--- config.mk ---
export PLATFORM = sky130hd
export DESIGN_NAME = stp_timer
export DESIGN_NICKNAME = d
export VERILOG_FILES = /design/src/stp_pkg.sv /design/src/stp_timer.sv
export VERILOG_INCLUDE_DIRS = /design/src
export SDC_FILE = /design/constraint.sdc
export NUM_CORES = 1
export LEC_CHECK = 0
export ABC_AREA = 1
export ABC_CLOCK_PERIOD_IN_PS = 4000
export BUFFER_PORTS_ARGS = -buffer_cell sky130_fd_sc_hd__buf_4
export CAP_MARGIN = 25
export CORE_ASPECT_RATIO = 0.9
export CORE_MARGIN = 2
export CORE_UTILIZATION = 47
export CTS_CLUSTER_SIZE = 12
export DETAILED_ROUTE_END_ITERATION = 8
export PLACE_DENSITY = 0.65
export REMOVE_ABC_BUFFERS = 1
export SETUP_SLACK_MARGIN = 0.05
export SLEW_MARGIN = 20
export SYNTH_ARGS = -nofsm -noshare
export SYNTH_HDL_FRONTEND = slang
export SYNTH_SLANG_ARGS = --single-unit
--- constraint.sdc ---
create_clock -name clk -period 4 [get_ports clk]
set_clock_uncertainty 0.05 [all_clocks]
set_input_delay 0.2 -clock clk [delete_from_list [all_inputs] [get_ports clk]]
set_output_delay 0.2 -clock clk [all_outputs]
set_load 0.1 [all_outputs]
--- src/stp_cfg.svh ---
// register offsets, field positions, reset values and counts for the timer block
`ifndef STP_CFG_SVH
`define STP_CFG_SVH
`define STP_OFF_CTRL 4'h0
`define STP_OFF_COUNT_L 4'h1
`define STP_OFF_COUNT_H 4'h2
`define STP_OFF_CMPA_L 4'h3
`define STP_OFF_CMPA_H 4'h4
`define STP_OFF_CMPB_L 4'h5
`define STP_OFF_CMPB_H 4'h6
`define STP_OFF_CAP_L 4'h7
`define STP_OFF_CAP_H 4'h8
`define STP_OFF_MASK 4'h9
`define STP_OFF_FLAGS 4'hA
`define STP_CTRL_MODE_LSB 0
`define STP_CTRL_COMA_LSB 4
`define STP_CTRL_COMB_LSB 6
`define STP_CTRL_PRE_LSB 8
`define STP_CTRL_GATE_BIT 11
`define STP_CTRL_DIRA_BIT 12
`define STP_CTRL_DIRB_BIT 13
`define STP_CTRL_CAPSRC_BIT 14
`define STP_CTRL_RESET 16'h0800
`define STP_BIT_OVF 0
`define STP_BIT_CMPA 1
`define STP_BIT_CMPB 2
`define STP_BIT_CAP 5
`define STP_MASK_USED 8'h27
`define STP_MAX 16'hFFFF
`define STP_BOTTOM 16'h0000
`define STP_TOP_8 16'h00FF
`define STP_TOP_9 16'h01FF
`define STP_TOP_10 16'h03FF
`define STP_DIV_8 10'h007
`define STP_DIV_64 10'h03F
`define STP_DIV_256 10'h0FF
`define STP_DIV_1024 10'h3FF
`endif

--- src/stp_pkg.sv ---
// types shared by the timer block
package stp_pkg;
  typedef enum logic [3:0] {
    STP_NORMAL = 4'b0000,
    STP_FAST8 = 4'b0101,
    STP_FAST9 = 4'b0110,
    STP_FAST10 = 4'b0111,
    STP_CTC_A = 4'b0100,
    STP_CTC_CAP = 4'b1100,
    STP_FAST_CAP = 4'b1110,
    STP_FAST_A = 4'b1111
  } stp_mode_type;

  typedef enum logic [1:0] {
    STP_BUS_IDLE = 2'b00,
    STP_BUS_DONE = 2'b01
  } stp_bus_type;

  typedef struct packed {
    logic [15:0] ctrl;
    logic [15:0] count;
    logic [15:0] cmpa;
    logic [15:0] cmpa_buf;
    logic [15:0] cmpb;
    logic [15:0] cmpb_buf;
    logic [15:0] capture;
    logic [7:0] mask;
    logic [7:0] flags;
    logic [7:0] temp;
    logic [9:0] pre;
    logic outa;
    logic outb;
    logic [1:0] cap_sync;
    logic cap_last;
    logic [1:0] cmp_sync;
    logic cmp_last;
    stp_bus_type bus;
    logic [31:0] rdata;
  } stp_state_type;
endpackage : stp_pkg

--- src/stp_timer.sv ---
// 16-bit timer with clear-on-match, fast pwm, input capture and avalon register access
//
// Design decisions made here: the Avalon-MM slave port and the register addresses.
`timescale 1ns/1ps
`include "stp_cfg.svh"

module stp_timer #(
  parameter int CW = 16
) (
  input wire logic clk,
  input wire logic rst_n,
  input wire logic [3:0] avs_address,
  input wire logic avs_read,
  input wire logic avs_write,
  input wire logic [31:0] avs_writedata,
  output logic [31:0] avs_readdata,
  output logic avs_waitrequest,
  input wire logic capture_pin,
  input wire logic comparator_out,
  input wire logic global_irq_enable,
  output logic compare_a_output,
  output logic compare_a_output_en,
  output logic compare_b_output,
  output logic compare_b_output_en,
  output logic capture_irq,
  output logic compare_a_irq,
  output logic compare_b_irq,
  output logic overflow_irq
);

  stp_pkg::stp_state_type q;
  stp_pkg::stp_state_type d;

  // ************************************************************
  // helpers
  // ************************************************************
  function automatic logic is_fast(input logic [3:0] m);
    case (m)
      4'h5, 4'h6, 4'h7, 4'hE, 4'hF: begin
        is_fast = 1'b1;
      end
      default: begin
        is_fast = 1'b0;
      end
    endcase
  endfunction : is_fast

  function automatic logic is_ctc(input logic [3:0] m);
    case (m)
      4'h4, 4'hC: begin
        is_ctc = 1'b1;
      end
      default: begin
        is_ctc = 1'b0;
      end
    endcase
  endfunction : is_ctc

  // while capture defines top the pin capture is held off, so only a software write to the capture register can move top under the counter
  function automatic logic cap_is_top(input logic [3:0] m);
    case (m)
      4'hC, 4'hE: begin
        cap_is_top = 1'b1;
      end
      default: begin
        cap_is_top = 1'b0;
      end
    endcase
  endfunction : cap_is_top

  // counter top for the selected waveform mode; unused codes count the full range
  function automatic logic [15:0] top_of(input logic [3:0] m, input logic [15:0] cmp, input logic [15:0] cap);
    logic [15:0] t;
    t = `STP_MAX;
    case (m)
      4'h5: begin
        t = `STP_TOP_8;
      end
      4'h6: begin
        t = `STP_TOP_9;
      end
      4'h7: begin
        t = `STP_TOP_10;
      end
      4'h4: begin
        t = cmp;
      end
      4'hF: begin
        t = cmp;
      end
      4'hC: begin
        t = cap;
      end
      4'hE: begin
        t = cap;
      end
      default: begin
        t = `STP_MAX;
      end
    endcase
    top_of = t;
  endfunction : top_of

  // prescaler end count; select 1 leaves zero, so the counter ticks every clock
  function automatic logic [9:0] div_of(input logic [2:0] sel);
    logic [9:0] v;
    case (sel)
      3'h2: begin
        v = `STP_DIV_8;
      end
      3'h3: begin
        v = `STP_DIV_64;
      end
      3'h4: begin
        v = `STP_DIV_256;
      end
      3'h5: begin
        v = `STP_DIV_1024;
      end
      default: begin
        v = 10'h000;
      end
    endcase
    div_of = v;
  endfunction : div_of

  // read byte of one register index; loading temp from the low byte is left to the caller
  function automatic logic [7:0] rd_byte(input logic [3:0] a, input stp_pkg::stp_state_type s);
    logic [7:0] r;
    case (a)
      `STP_OFF_COUNT_L: begin
        r = s.count[7:0];
      end
      `STP_OFF_CMPA_L: begin
        r = s.cmpa_buf[7:0];
      end
      `STP_OFF_CMPB_L: begin
        r = s.cmpb_buf[7:0];
      end
      `STP_OFF_CAP_L: begin
        r = s.capture[7:0];
      end
      `STP_OFF_COUNT_H, `STP_OFF_CAP_H: begin
        r = s.temp;
      end
      `STP_OFF_CMPA_H: begin
        r = s.cmpa_buf[15:8];
      end
      `STP_OFF_CMPB_H: begin
        r = s.cmpb_buf[15:8];
      end
      `STP_OFF_MASK: begin
        r = s.mask;
      end
      `STP_OFF_FLAGS: begin
        r = s.flags;
      end
      default: begin
        r = 8'h00;
      end
    endcase
    rd_byte = r;
  endfunction : rd_byte

  // write-one-to-clear; a flag raised in the same cycle survives the clear
  function automatic logic [7:0] clear_flags(input logic [7:0] cur, input logic [7:0] set, input logic [7:0] clr);
    logic [7:0] r;
    r = cur & ~(clr & `STP_MASK_USED);
    r = r | set;
    clear_flags = r;
  endfunction : clear_flags

  // an interrupt line needs its flag, its own enable and the global enable
  function automatic logic irq_of(input logic gie, input logic en, input logic flag);
    irq_of = gie & en & flag;
  endfunction : irq_of

  // compare output action: set / clear / toggle against the mode bits
  function automatic logic wave_step(input logic cur, input logic [1:0] com, input logic fast,
                                     input logic match, input logic at_top);
    logic r;
    r = cur;
    if (fast) begin
      if (com == 2'h2) begin
        if (match) r = 1'b1;
        if (at_top) r = 1'b0;
      end else if (com == 2'h3) begin
        if (match) r = 1'b0;
        if (at_top) r = 1'b1;
      end else if (com == 2'h1 && match) begin
        r = ~cur;
      end
    end else if (match) begin
      case (com)
        2'h1: r = ~cur;
        2'h2: r = 1'b0;
        2'h3: r = 1'b1;
        default: r = cur;
      endcase
    end
    wave_step = r;
  endfunction : wave_step

  logic [3:0] mode;
  logic [1:0] coma;
  logic [1:0] comb;
  logic [2:0] presel;
  logic gated;
  logic fast;
  logic clear_on_match_mode;
  logic [15:0] top;
  logic tick;
  logic at_top;
  logic match_a;
  logic match_b;
  logic cap_edge;
  logic cap_in;
  logic [15:0] wd16;
  logic [7:0] wb;
  logic [7:0] rb;
  logic [9:0] div_lim;

  always_comb begin
    mode = q.ctrl[`STP_CTRL_MODE_LSB +: 4];
    coma = q.ctrl[`STP_CTRL_COMA_LSB +: 2];
    comb = q.ctrl[`STP_CTRL_COMB_LSB +: 2];
    presel = q.ctrl[`STP_CTRL_PRE_LSB +: 3];
    gated = q.ctrl[`STP_CTRL_GATE_BIT];
    fast = is_fast(mode);
    clear_on_match_mode = is_ctc(mode);
    // ctc top is read straight from the register: a write below the count misses the match
    top = top_of(mode, q.cmpa, q.capture);
    div_lim = div_of(presel);
    // presel 0 stops the counter; 1 runs at the full clock
    tick = !gated && (presel != 3'h0) && (presel < 3'h6) && (q.pre == div_lim);
    at_top = (q.count == top);
    match_a = (q.count == q.cmpa);
    match_b = (q.count == q.cmpb);
    cap_in = q.ctrl[`STP_CTRL_CAPSRC_BIT] ? q.cmp_sync[1] : q.cap_sync[1];
    cap_edge = cap_in & ~(q.ctrl[`STP_CTRL_CAPSRC_BIT] ? q.cmp_last : q.cap_last);
    wd16 = {q.temp, avs_writedata[7:0]};
    wb = avs_writedata[7:0];
  end

  // ************************************************************
  // next state
  // ************************************************************
  always_comb begin
    d = q;
    // synchronisers: first stage read only by the second
    d.cap_sync = {q.cap_sync[0], capture_pin};
    d.cmp_sync = {q.cmp_sync[0], comparator_out};
    d.cap_last = q.cap_sync[1];
    d.cmp_last = q.cmp_sync[1];
    d.pre = (gated || tick || presel == 3'h0) ? 10'h000 : q.pre + 10'h001;
    if (tick) begin
      if (fast || clear_on_match_mode) begin
        if (at_top) begin
          d.count = `STP_BOTTOM;
          if (fast) begin
            d.cmpa = q.cmpa_buf;
            d.cmpb = q.cmpb_buf;
            d.flags[`STP_BIT_OVF] = 1'b1;
          end
          if (cap_is_top(mode)) d.flags[`STP_BIT_CAP] = 1'b1;
        end else begin
          d.count = q.count + 16'h0001;
        end
      end else begin
        d.count = q.count + 16'h0001;
      end
      if (q.count == `STP_MAX) d.flags[`STP_BIT_OVF] = 1'b1;
      if (match_a) d.flags[`STP_BIT_CMPA] = 1'b1;
      if (match_b) d.flags[`STP_BIT_CMPB] = 1'b1;
      d.outa = wave_step(q.outa, coma, fast, match_a, at_top && fast);
      d.outb = wave_step(q.outb, comb, fast, match_b, at_top && fast);
    end
    rb = 8'h00;
    d.bus = stp_pkg::STP_BUS_IDLE;
    if ((avs_read || avs_write) && q.bus == stp_pkg::STP_BUS_IDLE) begin
      d.bus = stp_pkg::STP_BUS_DONE;
      if (avs_write) begin
        // flags clear by writing one; a same-cycle counter set wins only for a flag that was clear before the write, a pin capture always wins
        case (avs_address)
          `STP_OFF_CTRL: d.ctrl = avs_writedata[15:0];
          `STP_OFF_COUNT_H, `STP_OFF_CMPA_H, `STP_OFF_CMPB_H, `STP_OFF_CAP_H: d.temp = wb;
          `STP_OFF_COUNT_L: d.count = wd16;
          `STP_OFF_CMPA_L: begin
            d.cmpa_buf = wd16;
            if (!fast) d.cmpa = wd16;
          end
          `STP_OFF_CMPB_L: begin
            d.cmpb_buf = wd16;
            if (!fast) d.cmpb = wd16;
          end
          `STP_OFF_CAP_L: d.capture = wd16;
          `STP_OFF_MASK: d.mask = wb & `STP_MASK_USED;
          `STP_OFF_FLAGS: d.flags = clear_flags(q.flags, d.flags & ~q.flags, wb);
          default: d.temp = q.temp;
        endcase
      end else begin
        rb = rd_byte(avs_address, q);
        if (avs_address == `STP_OFF_COUNT_L) d.temp = q.count[15:8];
        if (avs_address == `STP_OFF_CAP_L) d.temp = q.capture[15:8];
        if (avs_address == `STP_OFF_CTRL) d.rdata = {16'h0000, q.ctrl};
        else d.rdata = {24'h000000, rb};
      end
    end
    // capture last so it beats a same-cycle software write
    if (!gated && cap_edge && !cap_is_top(mode)) begin
      d.capture = q.count;
      d.flags[`STP_BIT_CAP] = 1'b1;
    end
  end

  // ************************************************************
  // registers
  // ************************************************************
  always_ff @(posedge clk) begin
    if (!rst_n) begin
      q <= '0;
      q.ctrl <= `STP_CTRL_RESET;
    end else begin
      q <= d;
    end
  end

  always_comb begin
    avs_waitrequest = (avs_read || avs_write) && (q.bus == stp_pkg::STP_BUS_IDLE);
    avs_readdata = q.rdata;
    // a disconnected compare unit must not show a stale wave level on its pin
    compare_a_output = q.outa & q.ctrl[`STP_CTRL_DIRA_BIT] & (coma != 2'h0);
    compare_a_output_en = q.ctrl[`STP_CTRL_DIRA_BIT] && (coma != 2'h0);
    compare_b_output = q.outb & q.ctrl[`STP_CTRL_DIRB_BIT] & (comb != 2'h0);
    compare_b_output_en = q.ctrl[`STP_CTRL_DIRB_BIT] && (comb != 2'h0);
    capture_irq = irq_of(global_irq_enable, q.mask[`STP_BIT_CAP], q.flags[`STP_BIT_CAP]);
    compare_a_irq = irq_of(global_irq_enable, q.mask[`STP_BIT_CMPA], q.flags[`STP_BIT_CMPA]);
    compare_b_irq = irq_of(global_irq_enable, q.mask[`STP_BIT_CMPB], q.flags[`STP_BIT_CMPB]);
    overflow_irq = irq_of(global_irq_enable, q.mask[`STP_BIT_OVF], q.flags[`STP_BIT_OVF]);
  end

endmodule : stp_timer

==> results of run 1 <==
-- logic make-up (layout without fill, tap and decap cells) --
logic type               after synthesis  count (layout)
adder cells (fa/ha/maj)                2               2
other                                  1              16
AND/OR/NAND/NOR                      659             659
XOR/XNOR                              28              28
flip-flops                           163             163
AO/OA/AOI/OAI                        297             297
buffers and inverters                285             297
-- power by group through the flow --
stage | clock network, W | logic [W] | registers, W
4_1_cts | 0.00177 | 0.000395 | 0.00170
6_report | 0.00176 | 0.000403 | 0.00170
3_5_place_dp | 0 | 0.000386 | 0.00173
5_1_grt | 0.00184 | 0.000427 | 0.00170
2_1_floorplan | 0 | 0.000211 | 0.00176
3_3_place_gp | 0 | 0.000386 | 0.00173
-- area by class of cell --
cell class,count,area [sq um],share of cell area
inverters,179,671.9,0.06447
repair buffers,86,668.1,0.06411
well taps,250,312.8,0.03001
clock inverters,15,209.0,0.02005
flip-flops and latches,163,3263,0.3131
clock buffers,17,425.4,0.04082
multi-input cells,1002,4872,0.4675
-- final timing paths --
path	endpoint	slack, ps	depth (start not counted)
min	presel[1]	20	3
min reg2reg	d[37]	370	2
max	q[144]	840	14
max reg2reg	q[144]	840	14
-- worst max-delay path, stage by stage, from the launching register on --
cell	delay, ps
sky130_fd_sc_hd__dfxtp_1	560
sky130_fd_sc_hd__nand2_2	140
sky130_fd_sc_hd__nor2_2	510
sky130_fd_sc_hd__nand2_1	190
sky130_fd_sc_hd__nand4_1	130
sky130_fd_sc_hd__nand2_1	80
sky130_fd_sc_hd__nor2_1	160
sky130_fd_sc_hd__nand2_1	110
sky130_fd_sc_hd__nor2_4	250
sky130_fd_sc_hd__nand4_2	170
sky130_fd_sc_hd__inv_2	330
sky130_fd_sc_hd__nand2_1	140
sky130_fd_sc_hd__nand3_1	90
sky130_fd_sc_hd__nand3_1	80
sky130_fd_sc_hd__inv_1	80
-- routing by layer --
| metal | vias up | routed length (um) |
|---|---|---|
| met4 | 0 | 1216 |
| met5 | - | 0 |
| met2 | 523 | 14440 |
| li1 | 4671 | - |
| met1 | 4579 | 15020 |
| met3 | 78 | 3748 |
-- metrics by stage --
stage,worst slack [ps],hold slack [ps],power [W],utilization,std cells
final,841.7,22.89,0.003860,0.5389,1712
after global routing,614.3,26.04,0.003966,0.5389,1712
after CTS,944.5,12.34,0.003858,0.5389,1712
after detailed placement,1013,338.7,0.002121,0.5015,1671
after global placement,1054,333.5,0.002120,0.5015,1671
after floorplan,700.5,234.1,0.001970,-,1344
-- Yosys cell counts (3+ instances only) --
cell type                  instances
sky130_fd_sc_hd__a211oi_1          9
sky130_fd_sc_hd__a21oi_1         123
sky130_fd_sc_hd__a221oi_1          9
sky130_fd_sc_hd__a31oi_1          13
sky130_fd_sc_hd__buf_1             4
sky130_fd_sc_hd__buf_2             6
sky130_fd_sc_hd__buf_4            38
sky130_fd_sc_hd__buf_6             6
sky130_fd_sc_hd__clkbuf_1         52
sky130_fd_sc_hd__dfxtp_1         163
sky130_fd_sc_hd__inv_1           170
sky130_fd_sc_hd__inv_2             7
sky130_fd_sc_hd__nand2_1         339
sky130_fd_sc_hd__nand2_2           3
sky130_fd_sc_hd__nand3_1         100
sky130_fd_sc_hd__nand4_1          41
sky130_fd_sc_hd__nor2_1          123
sky130_fd_sc_hd__nor2_2            4
sky130_fd_sc_hd__nor2_4            4
sky130_fd_sc_hd__nor3_1           19
sky130_fd_sc_hd__nor4_1            5
sky130_fd_sc_hd__o211ai_2          4
sky130_fd_sc_hd__o21ai_0          87
sky130_fd_sc_hd__o21ai_1          15
sky130_fd_sc_hd__o21bai_1          3
sky130_fd_sc_hd__o221ai_1          4
sky130_fd_sc_hd__o22ai_1          17
sky130_fd_sc_hd__or2_2            18
sky130_fd_sc_hd__xnor2_1          12
sky130_fd_sc_hd__xor2_1           16
-- sequential cells by signal, indices dropped and copies added, names as in the netlist --
signal	flops
d	4
gated	1
presel	3
mode	4
avs_readdata	16
q	131
coma	2
comb	2
==> impl_metrics.tcl, run 1 <==
set metrics [dict create \
    max-cap-violations 0 \
    synth_area_per_cell_sq_um 6.511 \
    design.portCount 84 \
    total_nets_final 1494 \
    synth.yosys.warnings 0 \
    synthSimpleGateAreaFrac 0.3050 \
    fraction_of_power_spent_switching_nets 0.3099 \
    grt_use_met3 0.07109 \
    total_leakage_power_nw 4.270 \
    grt_use_met2 0.4831 \
    combinational_family_with_the_most_area_after_synthesis "simple AND/OR/NAND/NOR gates" \
    dieHeight_um 137.8 \
    tritoncts_clock_tree "done" \
    num_vias 9851 \
    gp_congestion 0.9901 \
    n_fill_cell 1951 \
    yosys.area_share.xor_xnor 0.02625 \
    syn-instance-count 1435 \
    seq_power_share 0.440 \
    placedInstanceArea_sq_um 9698 \
    synthMuxAreaShare 0 \
    peakVddDrop_mv 0.2168 \
    pwr-share-clk 0.455 \
    grt_max_degree 64 \
    synth_top_cells_by_area "sky130_fd_sc_hd__dfxtp_1, sky130_fd_sc_hd__nand2_1, sky130_fd_sc_hd__inv_1" \
    detail_route.iter0.violations 1182 \
    worstSetupStartpoint "mode[3]" \
    cts_resized 0 \
    clk-insertion-delay-late_ps 440 \
    rows 48 \
    remaining_routing_drc_violations 0 \
    post-synth-top-area-fraction 0.3492 \
    overflow 0 \
    starting_utilization_of_the_core_area 0.4832 \
    combinationalPowerShare 0.105 \
    hold_class "in2reg" \
    slew_viol_final 0 \
    critical_path.endpoint_type "flop" \
    cts-htree-levels 4 \
    internal-power_w 0.002663 \
    power_per_cell_area_nw_per_um2 370.3 \
    worst-setup-path-type "reg2reg" \
    numPortBuffers 51 \
    detail-route-antenna-nets 0 \
    critical_path.max_fanout 19 \
    cts-hold-fix-buffers 9 \
    number_of_enable_flip_flop_cells_after_synthesis 0 \
    layout.cells.most_common "sky130_fd_sc_hd__nand2_1" \
    post_route_cells_drive_above_1_share 0.1067 \
    timing.critical_path.arrival_ps 3490 \
    synthDominantAreaCellType "sky130_fd_sc_hd__dfxtp_1" \
    core_area_sq_um 19340 \
    hpwl_um 24820 \
    die_area_sq_um 21030 \
    finalWorstPathRequiredPeriod_ps 3158 \
    worstMarginPinSlew_ps 887.6 \
    final_total_negative_setup_slack_ps 0 \
    synth-compound-area-share 0.1810 \
    slew-limit-headroom 0.4076 \
    dieWidth_um 152.6 \
    syn_area_sq_um 9344 \
    clkSinkCount 163 \
    cts.path.max_buffers 2 \
    outcome "finished, final reports clean" \
    grt_pass1_vias 8907 \
    antenna_cells 0 \
    cts_setup_buffers 0 \
    cts_root_buf "sky130_fd_sc_hd__clkbuf_16" \
    hold_viol 0 \
    timing.fmax_ghz 0.3166 \
    min_from "avs_writedata[9]" \
    setup_viol 0 \
    postSynth.asyncResetShare 0 \
    drt_wl_total_um 34420 \
    seq_area_frac_synth 0.3492 \
    grt_pass1_wl_um 52300 \
    finalCritPeriodShare 0.7896 \
    detail_route.first_pass.iterations 7 \
    ys_ff_latch 163 \
    global_route_usage_sum 0.3260 \
    route.detailed.wl_per_inst_um 20.10 \
    synth_adder_area_share 0.002678 \
    synth_ff_type "sky130_fd_sc_hd__dfxtp_1" \
    setup.worst_path.start_class "flop" \
    grt_antenna_before_repair 1 \
    syn_to_final_growth_pct 11.54 \
    power_switching_w 0.001196 \
    globalRouteMet1Util 0.4628 \
    rsz0062_at_grt "false" \
    route.detailed.vias_per_inst 5.754 \
    worst_ep_required_ps 4330 \
    clk_pin_slew_ps 80 \
    global_route.peak_usage_layer "met2" \
    layout.cells.most_common_list "sky130_fd_sc_hd__nand2_1, sky130_fd_sc_hd__inv_1, sky130_fd_sc_hd__dfxtp_1" \
    synthDistinctLibCells 46 \
    final_design_area_no_fill_sq_um 10420 \
    tritoncts.num_buffers 17 \
    timing.rr.start "mode[3]" \
]
No activity file was read; power rests on OpenSTA's default activity.
==> run 2: changes to the inputs <==
- ABC_CLOCK_PERIOD_IN_PS: 4000 -> 2900
- PLACE_DENSITY: 0.65 -> 0.68
- clock period: 4 -> 2.9 ns (I/O delays scaled with it)
==> impl_metrics.tcl, run 2 (synthesized netlist as in run 1, its figures left out) <==
set metrics [dict create \
    rsz0062_at_grt "false" \
    finalCritPeriodShare 0.9419 \
    total_leakage_power_nw 4.374 \
    setup.worst_path.start_class "flop" \
    die_area_sq_um 21030 \
    hold_viol 0 \
    drt_wl_total_um 33860 \
    syn_to_final_growth_pct 13.66 \
    hpwl_um 24750 \
    internal-power_w 0.003670 \
    final_cells 1733 \
    worstSetupStartpoint "mode[3]" \
    outcome "finished, final reports clean" \
    slew_viol_final 0 \
    combinationalPowerShare 0.108 \
    grt_pass1_wl_um 51180 \
    timing.critical_path.slowest_stage_cell "sky130_fd_sc_hd__dfxtp_2" \
    total_nets_final 1515 \
    gp_congestion 1.038 \
    critical-path-top-delay-family "simple AND/OR/NAND/NOR gates" \
    worst_ep_required_ps 3150 \
    timing.critical_path.cells "nand2_2, nor2_2, buf_4, nand2_1, nand4_1, nand2_1, nor2_1, nand2_1, nor2_4, buf_4, nand4_1, buf_4, o211ai_1, a21oi_1" \
    layout.cells.most_common "sky130_fd_sc_hd__nand2_1" \
    critical_path.max_fanout 10 \
    antenna_cells 0 \
    peakVddDrop_mv 0.3461 \
    detail-route-antenna-nets 0 \
    cts.path.max_buffers 2 \
    starting_utilization_of_the_core_area 0.4832 \
    finalPower_w 0.005280 \
    cp_buf_inv_count 3 \
    overflow 0 \
    final_design_area_no_fill_sq_um 10620 \
    min_from "avs_writedata[4]" \
    layout.cells.most_common_list "sky130_fd_sc_hd__nand2_1, sky130_fd_sc_hd__inv_1, sky130_fd_sc_hd__dfxtp_1" \
    dieHeight_um 137.8 \
    max_reg_flops 131 \
    fraction_of_power_spent_switching_nets 0.3049 \
    n_fill_cell 1941 \
    place_worst_setup_slack_ps 81.70 \
    slowest_delay_ps 460 \
    max_flop_register "q" \
    multi_input_area_sq_um 4883 \
    worstMarginPinSlew_ps 737.3 \
    num_vias 9988 \
    dieWidth_um 152.6 \
    clk-insertion-delay-late_ps 440 \
    clkSinkCount 163 \
    slew-limit-headroom 0.5066 \
    setup_ws_ps 168.6 \
    remaining_routing_drc_violations 0 \
    setup_viol 0 \
    design.portCount 84 \
    cts-htree-levels 4 \
    detail_route.iter0.violations 1263 \
    placedInstanceArea_sq_um 9813 \
    tritoncts_clock_tree "done" \
    timing.critical_path.arrival_ps 2980 \
    timing.rr.start "mode[3]" \
    placed_cells_incl_taps 1683 \
    route.detailed.vias_per_inst 5.763 \
    clk_pin_slew_ps 70 \
    grt_pass1_vias 8898 \
    post_route_cells_drive_above_1_share 0.1167 \
    detail_route.first_pass.iterations 6 \
    core_area_sq_um 19340 \
    global_route_usage_sum 0.3176 \
    tritoncts.num_buffers 17 \
    grt_max_degree 42 \
    rows 48 \
    seq_power_share 0.444 \
    pwr-share-clk 0.448 \
    max-cap-violations 0 \
    layout.area.seq_sq_um 3266 \
    hold_class "in2reg" \
    worst-setup-path-type "reg2reg" \
    timing.fmax_ghz 0.3661 \
    grt_antenna_before_repair 0 \
    numPortBuffers 51 \
    power_switching_w 0.001610 \
    utilization 0.5492 \
    cts_setup_buffers 0 \
    finalWorstPathRequiredPeriod_ps 2731 \
    route.detailed.wl_per_inst_um 19.54 \
    cts_root_buf "sky130_fd_sc_hd__clkbuf_16" \
    critical_path.endpoint_type "flop" \
    power_per_cell_area_nw_per_um2 497.1 \
]
## run 2: cell types whose count changed in the layout (fill, tap and decap cells not counted), moves of 2 or more
cell,change
sky130_fd_sc_hd__clkinv_8,-3
sky130_fd_sc_hd__clkinv_4,+2
sky130_fd_sc_hd__buf_12,+2
sky130_fd_sc_hd__dfxtp_2,+2
sky130_fd_sc_hd__dlygate4sd3_1,+8
sky130_fd_sc_hd__dfxtp_1,-2
sky130_fd_sc_hd__buf_4,+10
## run 2: worst register-to-register path: cells and delay by family, from the launching register on
| family | cells | cell delay, ps |
|---|---|---|
| AO/OA/AOI/OAI | 2 | 180 |
| AND/OR/NAND/NOR | 9 | 1230 |
| buffers and inverters | 3 | 670 |
| flip-flops | 1 | 460 |
## run 2: area by class of cell
| class | instances | share of cell area |
|---|---|---|
| multi-input cells | 1002 | 0.4598 |
| repair buffers | 106 | 0.08129 |
| clock inverters | 15 | 0.01755 |
| repair inverters | 1 | 0.0004713 |
| clock buffers | 17 | 0.04006 |
| well taps | 250 | 0.02945 |
| flip-flops and latches | 163 | 0.3075 |
| inverters | 179 | 0.06385 |
## run 2: repair_timing
item | 4_1_cts | 5_1_grt
gates cloned | 0 | 1
hold endpoints to repair | 18 | 0
resized for setup | 1 | 5
hold buffers | 17 | 0
endpoints found under the setup margin | 1 | 46
## run 2: per-layer routing
layer  wire length (um)  GRT usage
met3               3847    0.06354
met1              14340     0.4349
met4               1270     0.1255
met5                  0          0
met2              14400     0.4945
## run 2: per-stage QoR
step	hold WS (ps)	setup TNS, ps
floorplan	179.1	-9249
global placement	278.4	0
detailed placement	281.2	0
CTS	22.90	0
global route	41.54	0
finish	42.01	0
## run 2: power by group through the flow
stage | sequential, W | combinational, W | clock [W]
2_1_floorplan | 0.00243 | 0.000291 | 0
3_3_place_gp | 0.00239 | 0.000537 | 0
3_5_place_dp | 0.00239 | 0.000539 | 0
4_1_cts | 0.00234 | 0.000559 | 0.00237
5_1_grt | 0.00234 | 0.000608 | 0.00247
6_report | 0.00234 | 0.000572 | 0.00236
## run 2: worst paths after layout
kind	end	slack, ps	cells past startpoint
hold / removal	q[144]	40	4
setup / recovery	q[160]	170	14
setup reg to reg	q[160]	170	14
hold reg to reg	d[34]	360	2
